`config.mk`:
```
export PLATFORM = sky130hd
export DESIGN_NAME = frc_read_exec
export DESIGN_NICKNAME = d
export VERILOG_FILES = /design/src/logic/frc_fifo.v /design/src/logic/frc_motor_timer.v /design/src/logic/frc_read_exec.v
export VERILOG_INCLUDE_DIRS = /design/src /design/src/logic
export SDC_FILE = /design/constraint.sdc
export NUM_CORES = 1
export LEC_CHECK = 0
export BUFFER_PORTS_ARGS = -buffer_cell sky130_fd_sc_hd__buf_2
export CORE_ASPECT_RATIO = 0.7
export CORE_MARGIN = 1
export CORE_UTILIZATION = 45
export CTS_CLUSTER_DIAMETER = 40
export CTS_CLUSTER_SIZE = 8
export DETAILED_ROUTE_END_ITERATION = 12
export PLACE_DENSITY = 0.64
export SLEW_MARGIN = 30
export SYNTH_ARGS = -nofsm -noshare
export SYNTH_HDL_FRONTEND = slang
export SYNTH_SLANG_ARGS = --single-unit
```
`constraint.sdc`:
```
create_clock -name clk_sys -period 4.41 [get_ports clk_sys]
set_input_delay 0.882 -clock clk_sys [delete_from_list [all_inputs] [get_ports clk_sys]]
set_output_delay 0.882 -clock clk_sys [all_outputs]
set_load 0.1 [all_outputs]
```
`src/logic/frc_defs.vh`:
```
// constants of the read-command executor: opcodes, byte slots, status bits, timing
// assumes inclusion by the design files only; definitions, no logic
`ifndef FRC_DEFS_VH
`define FRC_DEFS_VH

// opcode field and flag bits of the first command byte
`define FRC_OP_LSB 0
`define FRC_OP_MSB 4
`define FRC_OP_READ_DATA 5'h06
`define FRC_OP_READ_DEL 5'h0c
`define FRC_OP_READ_TRACK 5'h02
`define FRC_OP_READ_ID 5'h0a
`define FRC_B0_SKIP 5
`define FRC_B0_DDEN 6
`define FRC_B0_MULTI 7

// second command byte
`define FRC_B1_DS_LSB 0
`define FRC_B1_DS_MSB 1
`define FRC_B1_HEAD 2
`define FRC_B1_SEEK 7

// command lengths and byte slots
`define FRC_LEN_LONG 4'h9
`define FRC_LEN_SHORT 4'h2
`define FRC_SLOT_TRACK 4'h2
`define FRC_SLOT_HNUM 4'h3
`define FRC_SLOT_SECT 4'h4
`define FRC_SLOT_SIZE 4'h5
`define FRC_SLOT_LAST 4'h6

// interrupt code field of status 0
`define FRC_IC_NORMAL 2'h0
`define FRC_IC_ABNORMAL 2'h1
`define FRC_IC_INVALID 2'h2

// status 1 bits
`define FRC_SR1_EN 7
`define FRC_SR1_CE 5
`define FRC_SR1_OR 4
`define FRC_SR1_NM 2
`define FRC_SR1_MISS 0

// status 2 bits
`define FRC_SR2_CTL 6
`define FRC_SR2_DCE 5
`define FRC_SR2_WT 4
`define FRC_SR2_BT 1
`define FRC_SR2_MD 0

`define FRC_TRACK_BAD 8'hff
`define FRC_RES_LEN 3'h7
`define FRC_RES_LEN_INV 3'h1
`define FRC_ZERO8 8'h00
`define FRC_ONE8 8'h01

// data stream buffer
`define FRC_FIFO_WIDTH 8
`define FRC_FIFO_DEPTH 32
`define FRC_FIFO_AW 5

// motor-on delay: time in microseconds, clock in MHz
`define FRC_MOTOR_ON_US 1000
`define FRC_CLK_MHZ 100

`endif

```
`src/logic/frc_fifo.v`:
```
// synchronous FIFO between the disk byte stream and the host data port
// assumes one clock; push and pop obey valid and ready on each side
`timescale 1ns/1ps
module frc_fifo #(
  parameter WIDTH = 8,
  parameter DEPTH = 32,
  parameter AW = 5
) (
  input wire clk_sys,
  input wire rst_n,
  input wire in_valid,
  input wire [WIDTH-1:0] in_data,
  output wire in_ready,
  output wire out_valid,
  output wire [WIDTH-1:0] out_data,
  input wire out_ready
);
  reg [WIDTH-1:0] mem_q [0:DEPTH-1];
  reg [AW-1:0] wr_q;
  reg [AW-1:0] rd_q;
  reg [AW:0] cnt_q;
  wire push;
  wire pop;

  assign in_ready = (cnt_q != DEPTH[AW:0]);
  assign out_valid = (cnt_q != {(AW+1){1'b0}});
  assign out_data = mem_q[rd_q];
  assign push = in_valid & in_ready;
  assign pop = out_valid & out_ready;

  always @(posedge clk_sys) begin
    if (push) begin
      mem_q[wr_q] <= in_data;
    end
  end

  always @(posedge clk_sys or negedge rst_n) begin
    if (!rst_n) begin
      wr_q <= {AW{1'b0}};
      rd_q <= {AW{1'b0}};
      cnt_q <= {(AW+1){1'b0}};
    end else begin
      // depth is a power of two, so the pointers wrap by themselves
      if (push) begin
        wr_q <= wr_q + 1'b1;
      end
      if (pop) begin
        rd_q <= rd_q + 1'b1;
      end
      if (push && !pop) begin
        cnt_q <= cnt_q + 1'b1;
      end else if (pop && !push) begin
        cnt_q <= cnt_q - 1'b1;
      end
    end
  end
endmodule

```
`src/logic/frc_motor_timer.v`:
```
// motor-on delay counter: runs while enabled, done pulses once at the end
// assumes the enable drops after done; a new enable restarts from zero
`timescale 1ns/1ps
module frc_motor_timer #(
  parameter CYCLES = 100000
) (
  input wire clk_sys,
  input wire rst_n,
  input wire enable,
  output wire done
);
  reg [23:0] cnt_q;

  assign done = enable && (cnt_q == CYCLES[23:0] - 24'h000001);

  always @(posedge clk_sys or negedge rst_n) begin
    if (!rst_n) begin
      cnt_q <= 24'h000000;
    end else if (!enable || done) begin
      cnt_q <= 24'h000000;
    end else begin
      cnt_q <= cnt_q + 24'h000001;
    end
  end
endmodule

```
`src/logic/frc_read_exec.v`:
```
// executor for read data, read deleted data, read id and read a track
// assumes separator inputs are one-cycle pulses synchronous to clk_sys;
// seeking itself is done by an outside unit via seek_req and seek_done
`timescale 1ns/1ps
`include "frc_defs.vh"

// Behaviour
// - read data: nine bytes, opcode 00110
// - read deleted: same layout, opcode 01100
// - read track: nine bytes, opcode 00010
// - read id: two bytes, opcode 01010
// - read data: deleted mark sets mark bit
// - read deleted: normal mark sets mark bit
// - read deleted otherwise equals read data
// - below final sector: result sector plus one; read track on terminal count keeps the sector read
// - at final sector: sector 1, track/head advance; read track keeps the final sector
// - read id returns first found id
// - motor-on delay timed before searching
// - read id never seeks
// - read id error: abnormal, result phase
// - host byte during search aborts command
// - two index pulses, no mark: missing-mark
// - read track waits index; early write aborts
// - read track: no sector compare, counter
// - read track: mismatch/checksum flagged, sector read
// - read track: data checksum flagged, continues
// - read track: at most final-sector-number sectors
// - terminal count normal; final sector abnormal
module frc_read_exec #(
  parameter MOTOR_ON_CYC = `FRC_MOTOR_ON_US * `FRC_CLK_MHZ
) (
  input wire clk_sys,
  input wire rst_n,
  input wire cmd_valid,
  input wire [7:0] cmd_byte,
  output wire cmd_ready,
  output wire res_valid,
  output wire [7:0] res_byte,
  input wire res_ready,
  output wire dat_valid,
  output wire [7:0] dat_byte,
  input wire dat_ready,
  input wire terminal_count,
  output wire seek_req,
  input wire seek_done,
  output wire sep_enable,
  output wire double_density_flag,
  output wire head_select,
  output wire drive_sel_hi,
  output wire drive_sel_lo,
  input wire idx_pulse,
  input wire am_found,
  input wire id_crc_err,
  input wire [7:0] id_track,
  input wire [7:0] id_head,
  input wire [7:0] id_sector,
  input wire [7:0] id_size,
  input wire data_mark_found,
  input wire data_deleted,
  input wire data_mark_missing,
  input wire sec_byte_valid,
  input wire [7:0] sec_byte,
  input wire sec_end,
  input wire sec_crc_err,
  output wire busy,
  output wire int_req
);
  localparam S_IDLE = 10'h001;
  localparam S_CMD = 10'h002;
  localparam S_MOTOR = 10'h004;
  localparam S_SEEK = 10'h008;
  localparam S_IDXW = 10'h010;
  localparam S_SRCH = 10'h020;
  localparam S_DWAIT = 10'h040;
  localparam S_XFER = 10'h080;
  localparam S_FIN = 10'h100;
  localparam S_RES = 10'h200;

  reg [9:0] state_q;
  reg [3:0] bidx_q;
  reg [4:0] op_q;
  reg multi_side_flag_q, dd_q, skip_deleted_flag_q, implied_seek_flag_q;
  reg head_q;
  reg [1:0] ds_q;
  reg [7:0] trk_q, hnum_q, sec_q, size_q, last_q;
  reg [7:0] sr1_q, sr2_q;
  reg [1:0] ic_q;
  reg [1:0] idx_cnt_q;
  reg am_seen_q, wt_q, bt_q, nm_q;
  reg stop_after_q, tc_q;
  reg [55:0] res_sh_q;
  reg [2:0] res_left_q;
  reg irq_q;

  wire is_track = (op_q == `FRC_OP_READ_TRACK);
  wire is_id = (op_q == `FRC_OP_READ_ID);
  wire is_del = (op_q == `FRC_OP_READ_DEL);
  wire [4:0] new_op = cmd_byte[`FRC_OP_MSB:`FRC_OP_LSB];
  wire new_long = (new_op == `FRC_OP_READ_DATA) || (new_op == `FRC_OP_READ_DEL) ||
                  (new_op == `FRC_OP_READ_TRACK);
  wire new_known = new_long || (new_op == `FRC_OP_READ_ID);
  wire [3:0] cmd_len = is_id ? `FRC_LEN_SHORT : `FRC_LEN_LONG;
  wire searching = (state_q == S_SRCH) || (state_q == S_DWAIT) || (state_q == S_IDXW);

  wire mot_done;
  wire fifo_in_ready;
  wire fifo_push = (state_q == S_XFER) && sec_byte_valid;

  wire at_last = (sec_q == last_q);
  wire side_swap = multi_side_flag_q && !head_q;
  wire [7:0] adv_sec = at_last ? `FRC_ONE8 : sec_q + `FRC_ONE8;
  // wrap to sector 1, head or track step
  wire [7:0] adv_trk = (at_last && !side_swap) ? trk_q + `FRC_ONE8 : trk_q;
  wire adv_head = at_last ? (multi_side_flag_q ? !head_q : head_q) : head_q;
  wire [7:0] adv_hnum = (at_last && multi_side_flag_q) ? {7'h00, !head_q} : hnum_q;

  wire id_match = (id_track == trk_q) && (id_head == hnum_q) && (id_size == size_q) &&
                  (is_track || (id_sector == sec_q));
  wire mark_wanted = is_del ? data_deleted : !data_deleted;
  wire [7:0] sr0 = {ic_q, 3'h0, head_q, ds_q};

  // ordered command intake, ordered result bytes
  assign cmd_ready = (state_q == S_IDLE) || (state_q == S_CMD) || searching;
  assign res_valid = (state_q == S_RES);
  assign res_byte = res_sh_q[55:48];
  assign seek_req = (state_q == S_SEEK);
  assign sep_enable = (state_q == S_SRCH) || (state_q == S_DWAIT) || (state_q == S_XFER) ||
                      (state_q == S_IDXW);
  assign double_density_flag = dd_q;
  assign head_select = head_q;
  assign drive_sel_hi = ds_q[1];
  assign drive_sel_lo = ds_q[0];
  assign busy = !(state_q == S_IDLE);
  assign int_req = irq_q;

  frc_motor_timer #(
    .CYCLES(MOTOR_ON_CYC)
  ) u_motor (
    .clk_sys(clk_sys),
    .rst_n(rst_n),
    .enable(state_q == S_MOTOR),
    .done(mot_done)
  );

  frc_fifo #(
    .WIDTH(`FRC_FIFO_WIDTH),
    .DEPTH(`FRC_FIFO_DEPTH),
    .AW(`FRC_FIFO_AW)
  ) u_fifo (
    .clk_sys(clk_sys),
    .rst_n(rst_n),
    .in_valid(fifo_push),
    .in_data(sec_byte),
    .in_ready(fifo_in_ready),
    .out_valid(dat_valid),
    .out_data(dat_byte),
    .out_ready(dat_ready)
  );

  always @(posedge clk_sys or negedge rst_n) begin
    if (!rst_n) begin
      state_q <= S_IDLE;
      bidx_q <= 4'h0;
      op_q <= 5'h00;
      multi_side_flag_q <= 1'b0;
      dd_q <= 1'b0;
      skip_deleted_flag_q <= 1'b0;
      implied_seek_flag_q <= 1'b0;
      head_q <= 1'b0;
      ds_q <= 2'h0;
      trk_q <= 8'h00;
      hnum_q <= 8'h00;
      sec_q <= 8'h00;
      size_q <= 8'h00;
      last_q <= 8'h00;
      sr1_q <= 8'h00;
      sr2_q <= 8'h00;
      ic_q <= `FRC_IC_NORMAL;
      idx_cnt_q <= 2'h0;
      am_seen_q <= 1'b0;
      wt_q <= 1'b0;
      bt_q <= 1'b0;
      nm_q <= 1'b0;
      stop_after_q <= 1'b0;
      tc_q <= 1'b0;
      res_sh_q <= 56'h0;
      res_left_q <= 3'h0;
      irq_q <= 1'b0;
    end else begin
      case (state_q)
        S_IDLE: begin
          if (cmd_valid) begin
            op_q <= new_op;
            multi_side_flag_q <= cmd_byte[`FRC_B0_MULTI];
            dd_q <= cmd_byte[`FRC_B0_DDEN];
            skip_deleted_flag_q <= cmd_byte[`FRC_B0_SKIP];
            sr1_q <= 8'h00;
            sr2_q <= 8'h00;
            ic_q <= `FRC_IC_NORMAL;
            tc_q <= 1'b0;
            stop_after_q <= 1'b0;
            bidx_q <= 4'h1;
            if (new_known) begin
              state_q <= S_CMD;
            end else begin
              // unknown opcode answers with one status byte only
              ic_q <= `FRC_IC_INVALID;
              // no head or drive of an older command in the lone status byte
              head_q <= 1'b0;
              ds_q <= 2'h0;
              state_q <= S_FIN;
            end
          end
        end
        S_CMD: begin
          if (cmd_valid) begin
            bidx_q <= bidx_q + 4'h1;
            case (bidx_q)
              4'h1: begin
                // head and drive bits share the second byte
                ds_q <= cmd_byte[`FRC_B1_DS_MSB:`FRC_B1_DS_LSB];
                head_q <= cmd_byte[`FRC_B1_HEAD];
                implied_seek_flag_q <= cmd_byte[`FRC_B1_SEEK];
              end
              `FRC_SLOT_TRACK: trk_q <= cmd_byte;
              `FRC_SLOT_HNUM: hnum_q <= cmd_byte;
              `FRC_SLOT_SECT: sec_q <= cmd_byte;
              `FRC_SLOT_SIZE: size_q <= cmd_byte;
              `FRC_SLOT_LAST: last_q <= cmd_byte;
              default: begin
                // gap and data length bytes are accepted and ignored
              end
            endcase
            if (bidx_q == cmd_len - 4'h1) begin
              state_q <= S_MOTOR;
            end
          end
        end
        S_MOTOR: begin
          if (mot_done) begin
            idx_cnt_q <= 2'h0;
            am_seen_q <= 1'b0;
            wt_q <= 1'b0;
            bt_q <= 1'b0;
            nm_q <= 1'b0;
            // read id skips any implied seek
            if (implied_seek_flag_q && !is_id) begin
              state_q <= S_SEEK;
            end else if (is_track) begin
              state_q <= S_IDXW;
            end else begin
              state_q <= S_SRCH;
            end
          end
        end
        S_SEEK: begin
          if (seek_done) begin
            state_q <= is_track ? S_IDXW : S_SRCH;
          end
        end
        S_IDXW: begin
          // early host byte ends the command
          if (cmd_valid) begin
            ic_q <= `FRC_IC_ABNORMAL;
            state_q <= S_FIN;
          end else if (idx_pulse) begin
            // track counter starts at sector 1
            sec_q <= `FRC_ONE8;
            state_q <= S_SRCH;
          end
        end
        S_SRCH: begin
          if (cmd_valid) begin
            ic_q <= `FRC_IC_ABNORMAL;
            state_q <= S_FIN;
          end else if (am_found) begin
            am_seen_q <= 1'b1;
            if (is_id) begin
              // first address field is the answer
              if (id_crc_err) begin
                sr1_q[`FRC_SR1_CE] <= 1'b1;
                ic_q <= `FRC_IC_ABNORMAL;
              end else begin
                trk_q <= id_track;
                hnum_q <= id_head;
                sec_q <= id_sector;
                size_q <= id_size;
              end
              state_q <= S_FIN;
            end else if (is_track) begin
              // flag and still read the sector
              if (id_crc_err) begin
                sr1_q[`FRC_SR1_CE] <= 1'b1;
              end
              if (!id_match) begin
                sr1_q[`FRC_SR1_NM] <= 1'b1;
              end
              state_q <= S_DWAIT;
            end else if (id_crc_err) begin
              sr1_q[`FRC_SR1_CE] <= 1'b1;
              ic_q <= `FRC_IC_ABNORMAL;
              state_q <= S_FIN;
            end else if (id_match) begin
              state_q <= S_DWAIT;
            end else if (id_track != trk_q) begin
              if (id_track == `FRC_TRACK_BAD) begin
                bt_q <= 1'b1;
              end else begin
                wt_q <= 1'b1;
              end
            end else begin
              nm_q <= 1'b1;
            end
          end else if (idx_pulse) begin
            // second index without a matching id ends the search
            if (idx_cnt_q == 2'h1) begin
              ic_q <= `FRC_IC_ABNORMAL;
              state_q <= S_FIN;
              if (!am_seen_q) begin
                sr1_q[`FRC_SR1_MISS] <= 1'b1;
              end
              // keep a mismatch already flagged by a track read
              sr1_q[`FRC_SR1_NM] <= sr1_q[`FRC_SR1_NM] | nm_q;
              sr2_q[`FRC_SR2_WT] <= wt_q;
              sr2_q[`FRC_SR2_BT] <= bt_q;
            end else begin
              idx_cnt_q <= idx_cnt_q + 2'h1;
            end
          end
        end
        S_DWAIT: begin
          if (cmd_valid) begin
            ic_q <= `FRC_IC_ABNORMAL;
            state_q <= S_FIN;
          end else if (data_mark_missing) begin
            sr2_q[`FRC_SR2_MD] <= 1'b1;
            ic_q <= `FRC_IC_ABNORMAL;
            state_q <= S_FIN;
          end else if (data_mark_found) begin
            // mark bit follows the wanted mark
            if (is_track || mark_wanted) begin
              sr2_q[`FRC_SR2_CTL] <= 1'b0;
              state_q <= S_XFER;
            end else begin
              sr2_q[`FRC_SR2_CTL] <= 1'b1;
              if (skip_deleted_flag_q) begin
                // skipped sector: on to the next one, unread
                sec_q <= adv_sec;
                trk_q <= adv_trk;
                head_q <= adv_head;
                hnum_q <= adv_hnum;
                idx_cnt_q <= 2'h0;
                state_q <= S_SRCH;
              end else begin
                stop_after_q <= 1'b1;
                state_q <= S_XFER;
              end
            end
          end
        end
        S_XFER: begin
          if (terminal_count) begin
            tc_q <= 1'b1;
          end
          // the disk cannot wait, so a full buffer is an overrun
          if (sec_byte_valid && !fifo_in_ready) begin
            sr1_q[`FRC_SR1_OR] <= 1'b1;
            ic_q <= `FRC_IC_ABNORMAL;
            state_q <= S_FIN;
          end else if (sec_end) begin
            idx_cnt_q <= 2'h0;
            am_seen_q <= 1'b0;
            if (is_track) begin
              // data checksum flagged, reading goes on
              if (sec_crc_err) begin
                sr1_q[`FRC_SR1_CE] <= 1'b1;
                sr2_q[`FRC_SR2_DCE] <= 1'b1;
              end
              // stop after the final sector count
              if (tc_q || terminal_count) begin
                state_q <= S_FIN;
              end else if (at_last) begin
                sr1_q[`FRC_SR1_EN] <= 1'b1;
                ic_q <= `FRC_IC_ABNORMAL;
                state_q <= S_FIN;
              end else begin
                sec_q <= sec_q + `FRC_ONE8;
                state_q <= S_SRCH;
              end
            end else if (sec_crc_err) begin
              sr1_q[`FRC_SR1_CE] <= 1'b1;
              sr2_q[`FRC_SR2_DCE] <= 1'b1;
              ic_q <= `FRC_IC_ABNORMAL;
              state_q <= S_FIN;
            end else begin
              sec_q <= adv_sec;
              trk_q <= adv_trk;
              head_q <= adv_head;
              hnum_q <= adv_hnum;
              // count ends normally, final sector abnormally
              if (tc_q || terminal_count || stop_after_q) begin
                state_q <= S_FIN;
              end else if (at_last && !side_swap) begin
                sr1_q[`FRC_SR1_EN] <= 1'b1;
                ic_q <= `FRC_IC_ABNORMAL;
                state_q <= S_FIN;
              end else begin
                state_q <= S_SRCH;
              end
            end
          end
        end
        S_FIN: begin
          res_sh_q <= {sr0, sr1_q, sr2_q, trk_q, hnum_q, sec_q, size_q};
          res_left_q <= (ic_q == `FRC_IC_INVALID) ? `FRC_RES_LEN_INV : `FRC_RES_LEN;
          irq_q <= 1'b1;
          state_q <= S_RES;
        end
        S_RES: begin
          if (res_ready) begin
            // interrupt stands until the host starts reading results
            irq_q <= 1'b0;
            res_sh_q <= {res_sh_q[47:0], `FRC_ZERO8};
            res_left_q <= res_left_q - 3'h1;
            if (res_left_q == 3'h1) begin
              state_q <= S_IDLE;
            end
          end
        end
        default: begin
          state_q <= S_IDLE;
        end
      endcase
    end
  end
endmodule

```
# == Word level (Yosys, flattened, before mapping) ==
# Memories as Yosys holds them, arrays and structs flattened.
# Cells that the tools add are included.
# classes
mux,262
n_reduce_logical,80
bitwise_logic,3
n_eq_ne,106
n_addsub,11
# op_table
operator,n
$mux 8,60
$mux 10,26
$pmux 56 s2,1
$pmux 10 s10,1
$mux 1,95
$mux 2,36
$ne 2x2->1 const B,34
$pmux 8 s4,2
$mux 56,1
$eq 8x8->1,5
$pmux 8 s5,1
$mux 9,4
$ne 3x3->1 const B,11
$reduce_and 16->1,2
$pmux 1 s2,15
$ne 2x1->1 const B,13
$reduce_and 13->1,2
$add 24x1->24 const B,1
$eq 24x17->1 const B,1
$mux 24,1
$mux 6,4
$reduce_and 7->1,3
$eq 5x4->1 const B,4
$reduce_and 10->1,2
other kinds (67),137
# totals
ramBits,256
mem_count,1
register_bits,186
# memory_table
name,words,word_bits,read_ports,rd_clocked_by_memory_dff,write_ports,line,text
u_fifo.mem_q,32,8,1,0,1,frc_fifo.v:18,reg [WIDTH-1:0] mem_q [0:DEPTH-1];

# == Longest topological paths before layout ==
# Gate-level depths: netlist (run 1).
# depth
ltp_word,11
mapped_depth,15
ltp_nobuf,13

# == Cells and area by module ==
# Synthesis (run 1) repeated with hierarchy kept, for this count alone.
# unflattened
hier_cells,1596
area_unflattened_um2,20798.7
# by_module_without_submodules
mod,seq_area_each_um2,area_each_um2,cells_each,instances
frc_fifo,8087.8,10948.0,559,1
frc_read_exec,3654.8,8500.7,890,1
frc_motor_timer,600.6,1350.0,147,1

# == Worst setup path before layout (run 1) ==
# Ideal clock, no wire load.
# synth_timing
path_type,reg-to-reg
start,reg u_fifo.cnt_q[0]
end,reg u_fifo.cnt_q[5]
t_arrival_ns,3.663
slack_ns,0.667
required_time_ns,4.330
path_stages_with_launch,14
period_less_slack_ns,3.743
cell_sequence,dfrtp_1 > nor3_1 > nand3b_1 > and2_1 > inv_1 > ha_1 > inv_1 > ha_1 > a21o_1 > a21oi_1 > o21bai_1 > a21oi_1 > mux2i_1 > xnor2_1
# synth_via
elab_chain_cells,5
elab_cells_between_ends,13
classes_between,add/sub: 2; eq/ne: 1; mux: 2; bitwise: 2; reduce/logical: 6
# synth_rtl
item,line,text
start: declaration,frc_fifo.v:21,reg [AW:0] cnt_q;
start signal: assignment,frc_fifo.v:41,cnt_q <= {(AW+1){1'b0}};
start signal: assignment,frc_fifo.v:51,cnt_q <= cnt_q + 1'b1;
start signal: assignment,frc_fifo.v:53,cnt_q <= cnt_q - 1'b1;
$reduce_bool 6->1 (*),frc_fifo.v:26,assign out_valid = (cnt_q != {(AW+1){1'b0}});
named net dat_valid,frc_read_exec.v:40,"output wire dat_valid,"
$and 1x1->1 (*),frc_fifo.v:29,assign pop = out_valid & out_ready;
$logic_not 1->1,frc_fifo.v:50,if (push && !pop) begin
$logic_and 1x1->1,frc_fifo.v:50,
$mux 6 or $reduce_bool 2->1 (tied branches),n/a,
# Mark *: on every way through the listed nets, which the timed path passes. The rest lies on a longest branch. The select of a mux whose other input is x is not followed.
# A chain may end at the register's enable or synchronous reset.

# == Worst setup path after layout (run 1) ==
# layout_timing
start,reg u_fifo.rd_q[0]
end,out dat_byte[0]
# layout_via
elab_chain_cells,1
# layout_rtl
item,line,text
start: declaration,frc_fifo.v:20,reg [AW-1:0] rd_q;
start signal: assignment,frc_fifo.v:40,rd_q <= {AW{1'b0}};
start signal: assignment,frc_fifo.v:48,rd_q <= rd_q + 1'b1;
$mem_v2 32x8,n/a,
end: declaration,frc_read_exec.v:41,"output wire [7:0] dat_byte,"
# Every way passes these cells.

==> results of run 1 <==
registers in the layout, summed over array words and instances (netlist names), 6 cells and up:
name / cells
u_fifo.cnt_q: 6
res_sh_q: 56
state_q: 10
size_q: 8
trk_q: 8
hnum_q: 8
last_q: 8
u_fifo.mem_q: 256
u_motor.cnt_q: 24
sec_q: 8
metrics by stage:
stage | util (%) | hold WS (ns) | setup WS, ns | cells
2_1_floorplan | - | 0.4400 | 0.6668 | 1505
3_3_place_gp | 48.91 | 0.4546 | 0.8168 | 2164
3_5_place_dp | 48.93 | 0.4717 | 0.7398 | 2164
4_1_cts | 53.73 | 0.4116 | 0.1465 | 2277
5_1_grt | 53.73 | 0.4275 | 0.09805 | 2278
6_report | 53.73 | 0.3715 | 0.2436 | 2278
per-layer routing:
layer,routed length [µm],global-route usage [%]
met1,25750,37.84
met2,21800,31.03
met3,5159,6.390
met4,1007,6.250
met5,0,0
final cells by class:
cell class	count	area [µm²]
multi-input combinational	951	7378
inverter	29	108.9
timing repair buffer	148	932.1
tap	594	743.2
fill	3631	20340
clock inverter	11	207.7
antenna	1	2.502
clock buffer	102	1902
sequential	442	12350
power groups by stage:
| stage | Clock (µW) | Sequential, µW | Combinational (µW) |
|---|---|---|---|
| floorplan | 0 | 5330 | 3780 |
| global placement | 0 | 5580 | 4620 |
| detailed placement | 0 | 5600 | 4690 |
| CTS | 5120 | 5540 | 4710 |
| global route | 5290 | 5620 | 5020 |
| finish | 5030 | 5540 | 4720 |
critical path: stages (launching register included):
cell	delay (ns)
dfrtp_4	0.77
buf_4	0.29
mux4_2	0.52
mux4_2	0.50
mux2_2	0.31
buf_2	0.30
how the worst max path moves through the flow:
stage | from | to | slack (ns)
3_3_place_gp | u_fifo.rd_q[0]$_DFFE_PN0P_ | dat_byte[0] | 0.82
3_5_place_dp | state_q[2]$_DFFE_PN0P_ | u_fifo.cnt_q[5]$_DFFE_PN0P_ | 0.74
5_1_grt | u_fifo.rd_q[0]$_DFFE_PN0P_ | dat_byte[5] | 0.1
6_report | u_fifo.rd_q[0]$_DFFE_PN0P_ | dat_byte[0] | 0.24
2_1_floorplan | u_fifo.cnt_q[0]$_DFFE_PN0P_ | u_fifo.cnt_q[5]$_DFFE_PN0P_ | 0.67
4_1_cts | u_fifo.rd_q[0]$_DFFE_PN0P_ | dat_byte[0] | 0.15
synth_stat cells (4+ instances only):
cell	instances	area share, %
and3_1	17	0.53
nor4b_1	4	0.17
o22ai_1	6	0.19
buf_2	26	0.64
a211oi_1	5	0.19
a222oi_1	7	0.35
o211ai_1	8	0.30
a22o_1	14	0.61
or3_1	7	0.22
nand3_1	34	0.84
ha_1	20	1.2
mux2_2	33	1.8
xor2_1	48	2.1
buf_1	11	0.20
buf_4	8	0.30
mux2i_1	42	2.1
nor3b_1	4	0.15
nor2b_1	9	0.28
a21oi_1	82	2.0
mux4_2	80	8.9
o31ai_1	8	0.30
a21o_1	8	0.30
nand2_1	144	2.7
xnor2_1	34	1.5
nor2_1	146	2.7
nand2b_1	4	0.12
edfxtp_1	256	38
inv_1	28	0.52
a31oi_1	6	0.19
and2_1	6	0.19
dfrtp_1	185	23
clkbuf_1	34	0.63
o21ai_0	51	1.3
a22oi_1	5	0.19
nor4_1	17	0.53
nor3_1	8	0.20
mux2_1	4	0.22
nand4_1	22	0.68
and4_1	5	0.22
logic make-up (layout without fill, tap and decap cells):
group           count (synthesis)  count (layout)  synth area share [%]
buf+inv                       112             290                 2.476
compound gates                232             232                 7.435
other cells                     0               1                     0
fa+ha+maj                      21              21                 1.337
mux                           159             159                 13.06
simple gates                  457             457                 11.07
flops                         442             442                 61.07
xor+xnor                       82              82                 3.554
placed cells by master (no fill, tap or decap), types with 6 or more instances in the layout:
master     instances
and3_1            16
dfrtp_1          183
o21ai_0           51
o22ai_1            6
a22o_1            14
mux2_2            33
a21o_1             8
mux4_2            80
nand4_1           22
and2_1             6
nor4_1            17
nor2b_1            9
clkbuf_1          29
clkbuf_16         70
buf_2             89
edfxtp_1         256
o31ai_1            8
ha_1              20
nor3_1             8
nand2_1          143
buf_4             55
a222oi_1           7
nand3_1           34
o211ai_1           8
xor2_1            48
a31oi_1            6
or3_1              7
xnor2_1           34
a21oi_1           81
nor2_1           146
mux2i_1           42
inv_1             28
==> impl_metrics.env, run 1 <==
export IMPL_first_global_vias=12820
export IMPL_die_h_um=179.3
export IMPL_final_area_um2=23620
export IMPL_cts_tree="yes"
export IMPL_cts_sink_count=442
export IMPL_fp_coreArea_um2=43960
export IMPL_leakagePower_uw=0.009034
export IMPL_synth_fp_nets=1590
export IMPL_io_pins=91
export IMPL_total_power_uw=15300
export IMPL_min_period_ns=4.166
export IMPL_seq_power_share_pct=36.2
export IMPL_critPathArrivalTime_ns=3.28
export IMPL_htreeDepth=3
export IMPL_r2r_setup_slack_ns=0.73
export IMPL_dpl_cell_area_um2=21510
export IMPL_clock_power_share_pct=32.9
export IMPL_worstSetupStartpointType="register"
export IMPL_ys_ff_latch=442
export IMPL_cts_root_buf="clkbuf_16"
export IMPL_ys_flop_type="edfxtp_1"
export IMPL_grt_pass1_wl_um=80870
export IMPL_tightest_slew_ns=0.9617
export IMPL_hold_buffers=0
export IMPL_p_sw_uw=5499
export IMPL_post_cts_buffers=0
export IMPL_grt_setup_unrepaired="false"
export IMPL_rr_worst_depth=12
export IMPL_drc=0
export IMPL_nNetsFinal=1726
export IMPL_path_max_fanout=26
export IMPL_max_cap_violations=0
export IMPL_cts_buffers=69
export IMPL_io_buffers=90
export IMPL_syn_instance_count=1505
export IMPL_setup_viol_count_final=0
export IMPL_min_period_over_period_pct=94.48
export IMPL_antenna_found_initial=1
export IMPL_skew_ns=0.02604
export IMPL_max_vdd_ir_drop_uv=505.7
export IMPL_cp_end_kind="primary output"
export IMPL_clock_latency_ns=0.59
export IMPL_syn_avg_cell_area_um2=13.43
export IMPL_r2r_end="u_fifo.cnt_q[5]$_DFFE_PN0P_"
export IMPL_area_growth_pct=16.88
export IMPL_drtIter0Drc=1616
export IMPL_rows=64
export IMPL_crit_type="reg2out"
export IMPL_post_cts_resized=0
export IMPL_ant_nets=0
export IMPL_synth_area_um2=20210
export IMPL_grt_max_degree=96
export IMPL_async_flop_share_pct=42.08
export IMPL_dieArea_um2=45780
export IMPL_synth_edf_count=256
export IMPL_place_congestion=0.9391
export IMPL_grt_overflow=0
export IMPL_grt_use_total_pct=23.68
export IMPL_slew_viol_final=0
export IMPL_yosysWarnings=0
export IMPL_yosysUniqueCellTypes=85
export IMPL_p_int_uw=9796
export IMPL_cts_buffer_depth=3
export IMPL_path_clk_slew_ns=0.05
export IMPL_ys_seq_area_share_pct=61.07
export IMPL_maxSlewHeadroom_pct=35.88
export IMPL_max_freq_mhz=240.0
export IMPL_required_ns=3.53
export IMPL_power_frac_comb_pct=30.9
export IMPL_sw_frac_of_total_pct=35.95
export IMPL_num_vias=13400
export IMPL_setup_tns_final_ns=0
export IMPL_drive_above_1_share_pct=22.22
export IMPL_status="complete, no violations"
export IMPL_avgViaCountPerCell=5.882
export IMPL_power_density_nw_per_um2=647.5
export IMPL_wl_um=53720
export IMPL_finalHoldViolCount=0
export IMPL_hold_class="in2async"
export IMPL_reg2reg_from="state_q[2]$_DFFE_PN0P_"
export IMPL_wl_per_cell_um=23.58
export IMPL_dp_hpwl_um=37290
export IMPL_die_w_um=255.3
export IMPL_start_util_pct=45.97
export IMPL_dr_pass1_iters=8
(Power assumes the default switching activity.)
==> run 2, diff against run 1 <==
--- a/config.mk
+++ b/config.mk
@@ -6,6 +6,7 @@
 export SDC_FILE = /design/constraint.sdc
 export NUM_CORES = 1
 export LEC_CHECK = 0
+export ABC_AREA = 1
 export BUFFER_PORTS_ARGS = -buffer_cell sky130_fd_sc_hd__buf_2
 export CORE_ASPECT_RATIO = 0.7
 export CORE_MARGIN = 1
@@ -13,7 +14,6 @@
 export CTS_CLUSTER_DIAMETER = 40
 export CTS_CLUSTER_SIZE = 8
 export DETAILED_ROUTE_END_ITERATION = 12
-export PLACE_DENSITY = 0.64
 export SLEW_MARGIN = 30
 export SYNTH_ARGS = -nofsm -noshare
 export SYNTH_HDL_FRONTEND = slang
==> constraint.sdc (replaced) <==
create_clock -name clk_sys -period 4.41 [get_ports clk_sys]
set_input_delay 0.882 -clock clk_sys [delete_from_list [all_inputs] [get_ports clk_sys]]
set_output_delay 0.882 -clock clk_sys [all_outputs]
set_load 0.005 [all_outputs]
==> run 2 against run 1 <==
Effect of this change:
- clock skew fell by 0.0034 ns
- maximum frequency increased by 2.8%
- sequential share of layout area shrank 1.9 points
- critical endpoint is now res_valid
- non-clock buffer count decreased by 33
- flip-flop and latch count is the same
- highest routed layer unchanged
- power shrank 1.1%
- register-to-register slack improved by 0.25 ns
- synthesized area rose by 6.4%
==> impl_metrics.env, run 2 <==
export IMPL_status="complete, no violations"
export IMPL_grt_setup_unrepaired="false"
export IMPL_fin_ws_ns=0.3552
export IMPL_setup_tns_final_ns=0
export IMPL_required_ns=3.53
export IMPL_r2r_setup_slack_ns=0.98
export IMPL_yosysTopAreaCell="edfxtp_1"
export IMPL_rr_worst_depth=10
export IMPL_htreeDepth=3
export IMPL_critPathArrivalTime_ns=3.17
export IMPL_synth_top_family_by_area="simple AND/OR/NAND/NOR gates"
export IMPL_antenna_found_initial=7
export IMPL_finalHoldViolCount=0
export IMPL_post_cts_buffers=0
export IMPL_power_density_nw_per_um2=617.7
export IMPL_ant_nets=0
export IMPL_nNetsFinal=2488
export IMPL_dp_hpwl_um=43940
export IMPL_synthAdderAreaFrac_pct=1.257
export IMPL_post_synth_top_area_fraction_pct=35.76
export IMPL_synth_area_um2=21490
export IMPL_start_util_pct=45.91
export IMPL_place_congestion=0.9597
export IMPL_maxSlewHeadroom_pct=32.82
export IMPL_largest_reg_flops=256
export IMPL_yosysUniqueCellTypes=55
export IMPL_syn_instance_count=2325
export IMPL_ys_flop_type="edfxtp_1"
export IMPL_layout_commonest_cell="nand2_1"
export IMPL_area_growth_pct=13.98
export IMPL_min_period_over_period_pct=91.94
export IMPL_top_regs="u_fifo.mem_q x256, res_sh_q x56, u_motor.cnt_q x24"
export IMPL_r2r_end="res_sh_q[55]$_DFFE_PN0P_"
export IMPL_path_clk_slew_ns=0.05
export IMPL_max_vdd_ir_drop_uv=395.8
export IMPL_ys_seq_area_share_pct=57.42
export IMPL_dieArea_um2=48660
export IMPL_reg2reg_from="state_q[5]$_DFFE_PN0P_"
export IMPL_io_pins=91
export IMPL_synth_compound_area_share_pct=12.46
export IMPL_leakagePower_uw=0.01006
export IMPL_async_flop_share_pct=42.08
export IMPL_clock_latency_ns=0.60
export IMPL_path_max_fanout=37
export IMPL_cts_tree="yes"
export IMPL_pre_cts_slack_ns=1.068
export IMPL_skew_ns=0.02265
export IMPL_hold_buffers=0
export IMPL_cp_end_kind="primary output"
export IMPL_drc=0
export IMPL_synth_xor_area_share_pct=2.037
export IMPL_tightest_slew_ns=1.004
export IMPL_cts_buffers=69
export IMPL_synth_edf_count=256
export IMPL_synth_area_leaders="edfxtp_1, dfrtp_1, nand2_1"
export IMPL_die_w_um=263.2
export IMPL_wl_per_cell_um=21.06
export IMPL_muxShareOfSynthArea_pct=0.04657
export IMPL_max_freq_mhz=246.6
export IMPL_regMostFlops="u_fifo.mem_q"
export IMPL_cts_buffer_depth=3
export IMPL_grt_use_total_pct=26.77
export IMPL_worstSetupStartpointType="register"
export IMPL_mostFrequentLayoutCells="nand2_1, nor2_1, edfxtp_1, o21ai_0, inv_1"
export IMPL_wl_um=64240
export IMPL_io_buffers=90
export IMPL_yosys_top_cells_count="nand2_1, nor2_1, edfxtp_1"
export IMPL_crit_type="reg2out"
export IMPL_min_period_ns=4.055
export IMPL_cts_root_buf="clkbuf_16"
export IMPL_slew_viol_final=0
export IMPL_num_vias=17270
export IMPL_synth_fp_nets=2410
export IMPL_grt_max_degree=131
export IMPL_fp_coreArea_um2=46820
export IMPL_yosysWarnings=0
export IMPL_cp_endpoint="res_valid"
export IMPL_startpoint="state_q[5]$_DFFE_PN0P_"
export IMPL_cts_sink_count=442
export IMPL_hold_class="in2async"
export IMPL_first_global_vias=16100
export IMPL_die_h_um=184.9
export IMPL_dr_pass1_iters=5
export IMPL_post_synth_and_or_nand_nor_area_fraction_pct=19.99
export IMPL_avgViaCountPerCell=5.662
export IMPL_grt_pass1_wl_um=98310
export IMPL_drtIter0Drc=1910
export IMPL_synthMostInstantiatedCell="nand2_1"
export IMPL_ys_ff_latch=442
export IMPL_setup_viol_count_final=0
export IMPL_max_cap_violations=0
export IMPL_grt_overflow=0
export IMPL_syn_avg_cell_area_um2=9.245
export IMPL_rows=66
export IMPL_drive_above_1_share_pct=11.18
export IMPL_post_cts_resized=0
[run 2: cells by family (layout without fill, tap and decap cells)]
logic type	after synthesis	in the layout
simple gates	986	986
compound gates	467	467
flops	442	442
buf+inv	358	466
xor+xnor	50	50
fa+ha+maj	21	21
mux	1	1
other cells	0	5
[run 2: how the worst min path moves through the flow]
| stage | startpoint | to | cells past startpoint |
|---|---|---|---|
| after global placement | u_motor.cnt_q[0]$_DFF_PN0_ | u_motor.cnt_q[0]$_DFF_PN0_ | 1 |
| final | rst_n | state_q[9]$_DFFE_PN0P_ | 1 |
| after global routing | rst_n | state_q[7]$_DFFE_PN0P_ | 1 |
| after CTS | rst_n | state_q[7]$_DFFE_PN0P_ | 1 |
| after detailed placement | u_motor.cnt_q[0]$_DFF_PN0_ | u_motor.cnt_q[0]$_DFF_PN0_ | 1 |
| after floorplan | u_motor.cnt_q[0]$_DFF_PN0_ | u_motor.cnt_q[0]$_DFF_PN0_ | 1 |
[run 2: where the power goes]
group / switching, µW / internal, µW
logic: 3260 / 1530
clock network: 1850 / 3000
registers: 545 / 4950
total: 5660 / 9470
[run 2: stage by stage]
step | util, % | cell area (µm²) | hold slack, ns | instances | total power, µW
3_5_place_dp | 48.00 | 22480 | 0.4452 | 2943 | 10250
3_3_place_gp | 47.99 | 22470 | 0.4458 | 2943 | 10140
6_report | 52.32 | 24500 | 0.1848 | 3050 | 15130
5_1_grt | 52.31 | 24490 | 0.1824 | 3048 | 15940
4_1_cts | 52.23 | 24460 | 0.4290 | 3044 | 15110
2_1_floorplan | - | 21490 | 0.4251 | 2325 | 8556
[run 2: per-layer routing]
metal	GRT usage (%)	wire length, µm	up-vias
met2	36.25	25820	710
met1	42.12	31610	8407
met4	7.789	1393	0
met3	5.876	5403	126
met5	0	0	-
li1	-	-	8025
[run 2: area by class of cell]
| type | instances | area [µm²] |
|---|---|---|
| diodes | 5 | 12.51 |
| repair buffers | 115 | 742.0 |
| inverters | 250 | 945.9 |
| fillers | 4140 | 22320 |
| multi-input cells | 1525 | 7706 |
| clock inverters | 11 | 111.4 |
| flip-flops and latches | 442 | 12350 |
| well taps | 612 | 765.7 |
| clock buffers | 90 | 1868 |
[run 2: worst max-delay path, stage by stage (launching register included)]
cell	delay [ns]
dfrtp_1	0.42
nor2_4	0.29
nand2_4	0.13
nor2_2	0.18
nand2_1	0.46
buf_4	0.37
inv_2	0.45
buf_2	0.24
==> run 3, diff against run 2 <==
==> constraint.sdc (replaced) <==
create_clock -name clk_sys -period 4.41 [get_ports clk_sys]
set_input_delay 0.441 -clock clk_sys [delete_from_list [all_inputs] [get_ports clk_sys]]
set_output_delay 0.441 -clock clk_sys [all_outputs]
set_load 0.005 [all_outputs]
==> run 3 against run 2 <==
Effect of this change:
- critical path depth rose by 1
- wire length decreased by 1.0%
- utilization barely moved
- final cell count grew 0.13%
- register-to-register slack gained 0.29 ns
- design area barely moved
- maximum frequency rose by 6.4%
- combinational power down 2%
- clock power is 2% higher
- count of clock-buffer cells in the layout increased by 5
- via count decreased by 0.64%
- first-iteration DRC count grew 3.1%
- largest cell class unchanged
==> impl_metrics.env, run 3 (same netlist as run 2, synthesis figures left out) <==
export IMPL_tightest_slew_ns=0.9397
export IMPL_final_area_um2=24520
export IMPL_pre_cts_slack_ns=1.282
export IMPL_dr_wl_met3_um=6177
export IMPL_ant_nets=0
export IMPL_nNetsFinal=2486
export IMPL_rows=66
export IMPL_grt_setup_unrepaired="false"
export IMPL_min_period_ns=3.810
export IMPL_drc=0
export IMPL_dieArea_um2=48660
export IMPL_required_ns=3.97
export IMPL_setup_tns_final_ns=0
export IMPL_die_w_um=263.2
export IMPL_maxSlewHeadroom_pct=37.12
export IMPL_top_regs="u_fifo.mem_q x256, res_sh_q x56, u_motor.cnt_q x24"
export IMPL_area_growth_pct=14.06
export IMPL_hold_class="in2reg"
export IMPL_r2r_end="u_fifo.cnt_q[5]$_DFFE_PN0P_"
export IMPL_largest_reg_flops=256
export IMPL_io_pins=91
export IMPL_avgViaCountPerCell=5.618
export IMPL_start_util_pct=45.91
export IMPL_cts_buffers=69
export IMPL_max_freq_mhz=262.5
export IMPL_dp_hpwl_um=44000
export IMPL_fp_coreArea_um2=46820
export IMPL_slew_viol_final=0
export IMPL_fin_ws_ns=0.6004
export IMPL_holdPathStages=3
export IMPL_crit_type="reg2out"
export IMPL_worstSetupStartpointType="register"
export IMPL_leakagePower_uw=0.01007
export IMPL_startpoint="u_fifo.rd_q[0]$_DFFE_PN0P_"
export IMPL_wl_per_cell_um=20.82
export IMPL_grt_pass1_wl_um=96660
export IMPL_power_density_nw_per_um2=619.7
export IMPL_first_global_vias=15930
export IMPL_regMostFlops="u_fifo.mem_q"
export IMPL_setup_viol_count_final=0
export IMPL_path_max_fanout=78
export IMPL_cp_endpoint="dat_byte[3]"
export IMPL_whs_ns=0.08754
export IMPL_num_vias=17160
export IMPL_cp_end_kind="primary output"
export IMPL_cts_root_buf="clkbuf_16"
export IMPL_cts_buffer_depth=3
export IMPL_grt_max_degree=98
export IMPL_reg2reg_from="state_q[5]$_DFFE_PN0P_"
export IMPL_dpl_cell_area_um2=22400
export IMPL_cts_sink_count=442
export IMPL_grt_use_total_pct=26.30
export IMPL_io_buffers=90
export IMPL_place_inst=2941
export IMPL_fin_cells=3054
export IMPL_drtIter0Drc=1969
export IMPL_layout_commonest_cell="nand2_1"
export IMPL_r2r_setup_slack_ns=1.27
export IMPL_min_period_over_period_pct=86.39
export IMPL_status="complete, no violations"
export IMPL_mostFrequentLayoutCells="nand2_1, nor2_1, edfxtp_1, o21ai_0, inv_1"
export IMPL_path_clk_slew_ns=0.05
export IMPL_grt_overflow=0
export IMPL_skew_ns=0.01795
export IMPL_antenna_found_initial=5
export IMPL_cts_tree="yes"
export IMPL_max_vdd_ir_drop_uv=310.6
export IMPL_finalHoldViolCount=0
export IMPL_rr_worst_depth=18
export IMPL_wl_um=63590
export IMPL_htreeDepth=3
export IMPL_dr_max_layer_used="met4"
export IMPL_max_cap_violations=0
export IMPL_dr_pass1_iters=5
export IMPL_route_met2_wl_um=25540
export IMPL_place_congestion=0.9636
export IMPL_wl_met1_um=30860
export IMPL_critPathArrivalTime_ns=3.37
export IMPL_clock_latency_ns=0.59
export IMPL_die_h_um=184.9
export IMPL_drive_above_1_share_pct=11.10
==> run 3: how the worst min path moves through the flow <==
stage | from | end | slack [ns]
3_3_place_gp | u_motor.cnt_q[0]$_DFF_PN0_ | u_motor.cnt_q[0]$_DFF_PN0_ | 0.45
2_1_floorplan | rst_n | am_seen_q$_DFFE_PN0P_ | 0.15
5_1_grt | cmd_byte[7] | implied_seek_flag_q$_DFFE_PN0P_ | 0.09
3_5_place_dp | int_req$_DFFE_PN0P_ | int_req$_DFFE_PN0P_ | 0.46
4_1_cts | cmd_byte[7] | implied_seek_flag_q$_DFFE_PN0P_ | 0.05
6_report | cmd_byte[7] | implied_seek_flag_q$_DFFE_PN0P_ | 0.09
==> run 3: power breakdown <==
| part | total, µW | leakage (µW) | switching, µW | internal, µW |
|---|---|---|---|---|
| Combinational | 4680 | 0.00442 | 3200 | 1480 |
| Clock | 4970 | 0.00101 | 1910 | 3060 |
| Sequential | 5540 | 0.00463 | 590 | 4950 |
| Total | 15200 | 0.0101 | 5700 | 9490 |
==> run 3: per-stage QoR <==
stage | util (%) | power [µW]
3_3_place_gp | 47.84 | 10110
2_1_floorplan | - | 8556
6_report | 52.36 | 15190
3_5_place_dp | 47.85 | 10180
5_1_grt | 52.36 | 16040
4_1_cts | 52.35 | 15190
==> run 3: repair_timing <==
item                                   CTS  global route
hold buffers                             1             0
buffers inserted                         0             0
endpoints found under the hold margin   77             0
resized for setup                        0             0
==> run 3: cell type report <==
type / instances / area, µm²
Tap cell: 612 / 765.7
Antenna cell: 1 / 2.502
Sequential cell: 442 / 12350
Inverter: 250 / 945.9
Clock buffer: 95 / 1854
Multi-Input combinational cell: 1525 / 7699
Fill cell: 4241 / 22310
Clock inverter: 16 / 242.7
Timing Repair Buffer: 113 / 659.4
==> run 3: critical path: stages, from the launching register on <==
cell and delay (ns):
dfrtp_4 0.80, buf_4 0.73, o21ai_0 0.20, o221ai_1 0.24
nand3_1 0.20, nand4_1 0.11, o21ai_0 0.23, inv_1 0.11
buf_2 0.12
==> run 3: routing by layer <==
metal	GRT usage, %	up-vias
met1	41.16	8346
met4	6.596	0
met2	35.88	700
li1	-	8028
met3	6.275	84
met5	0.2002	-
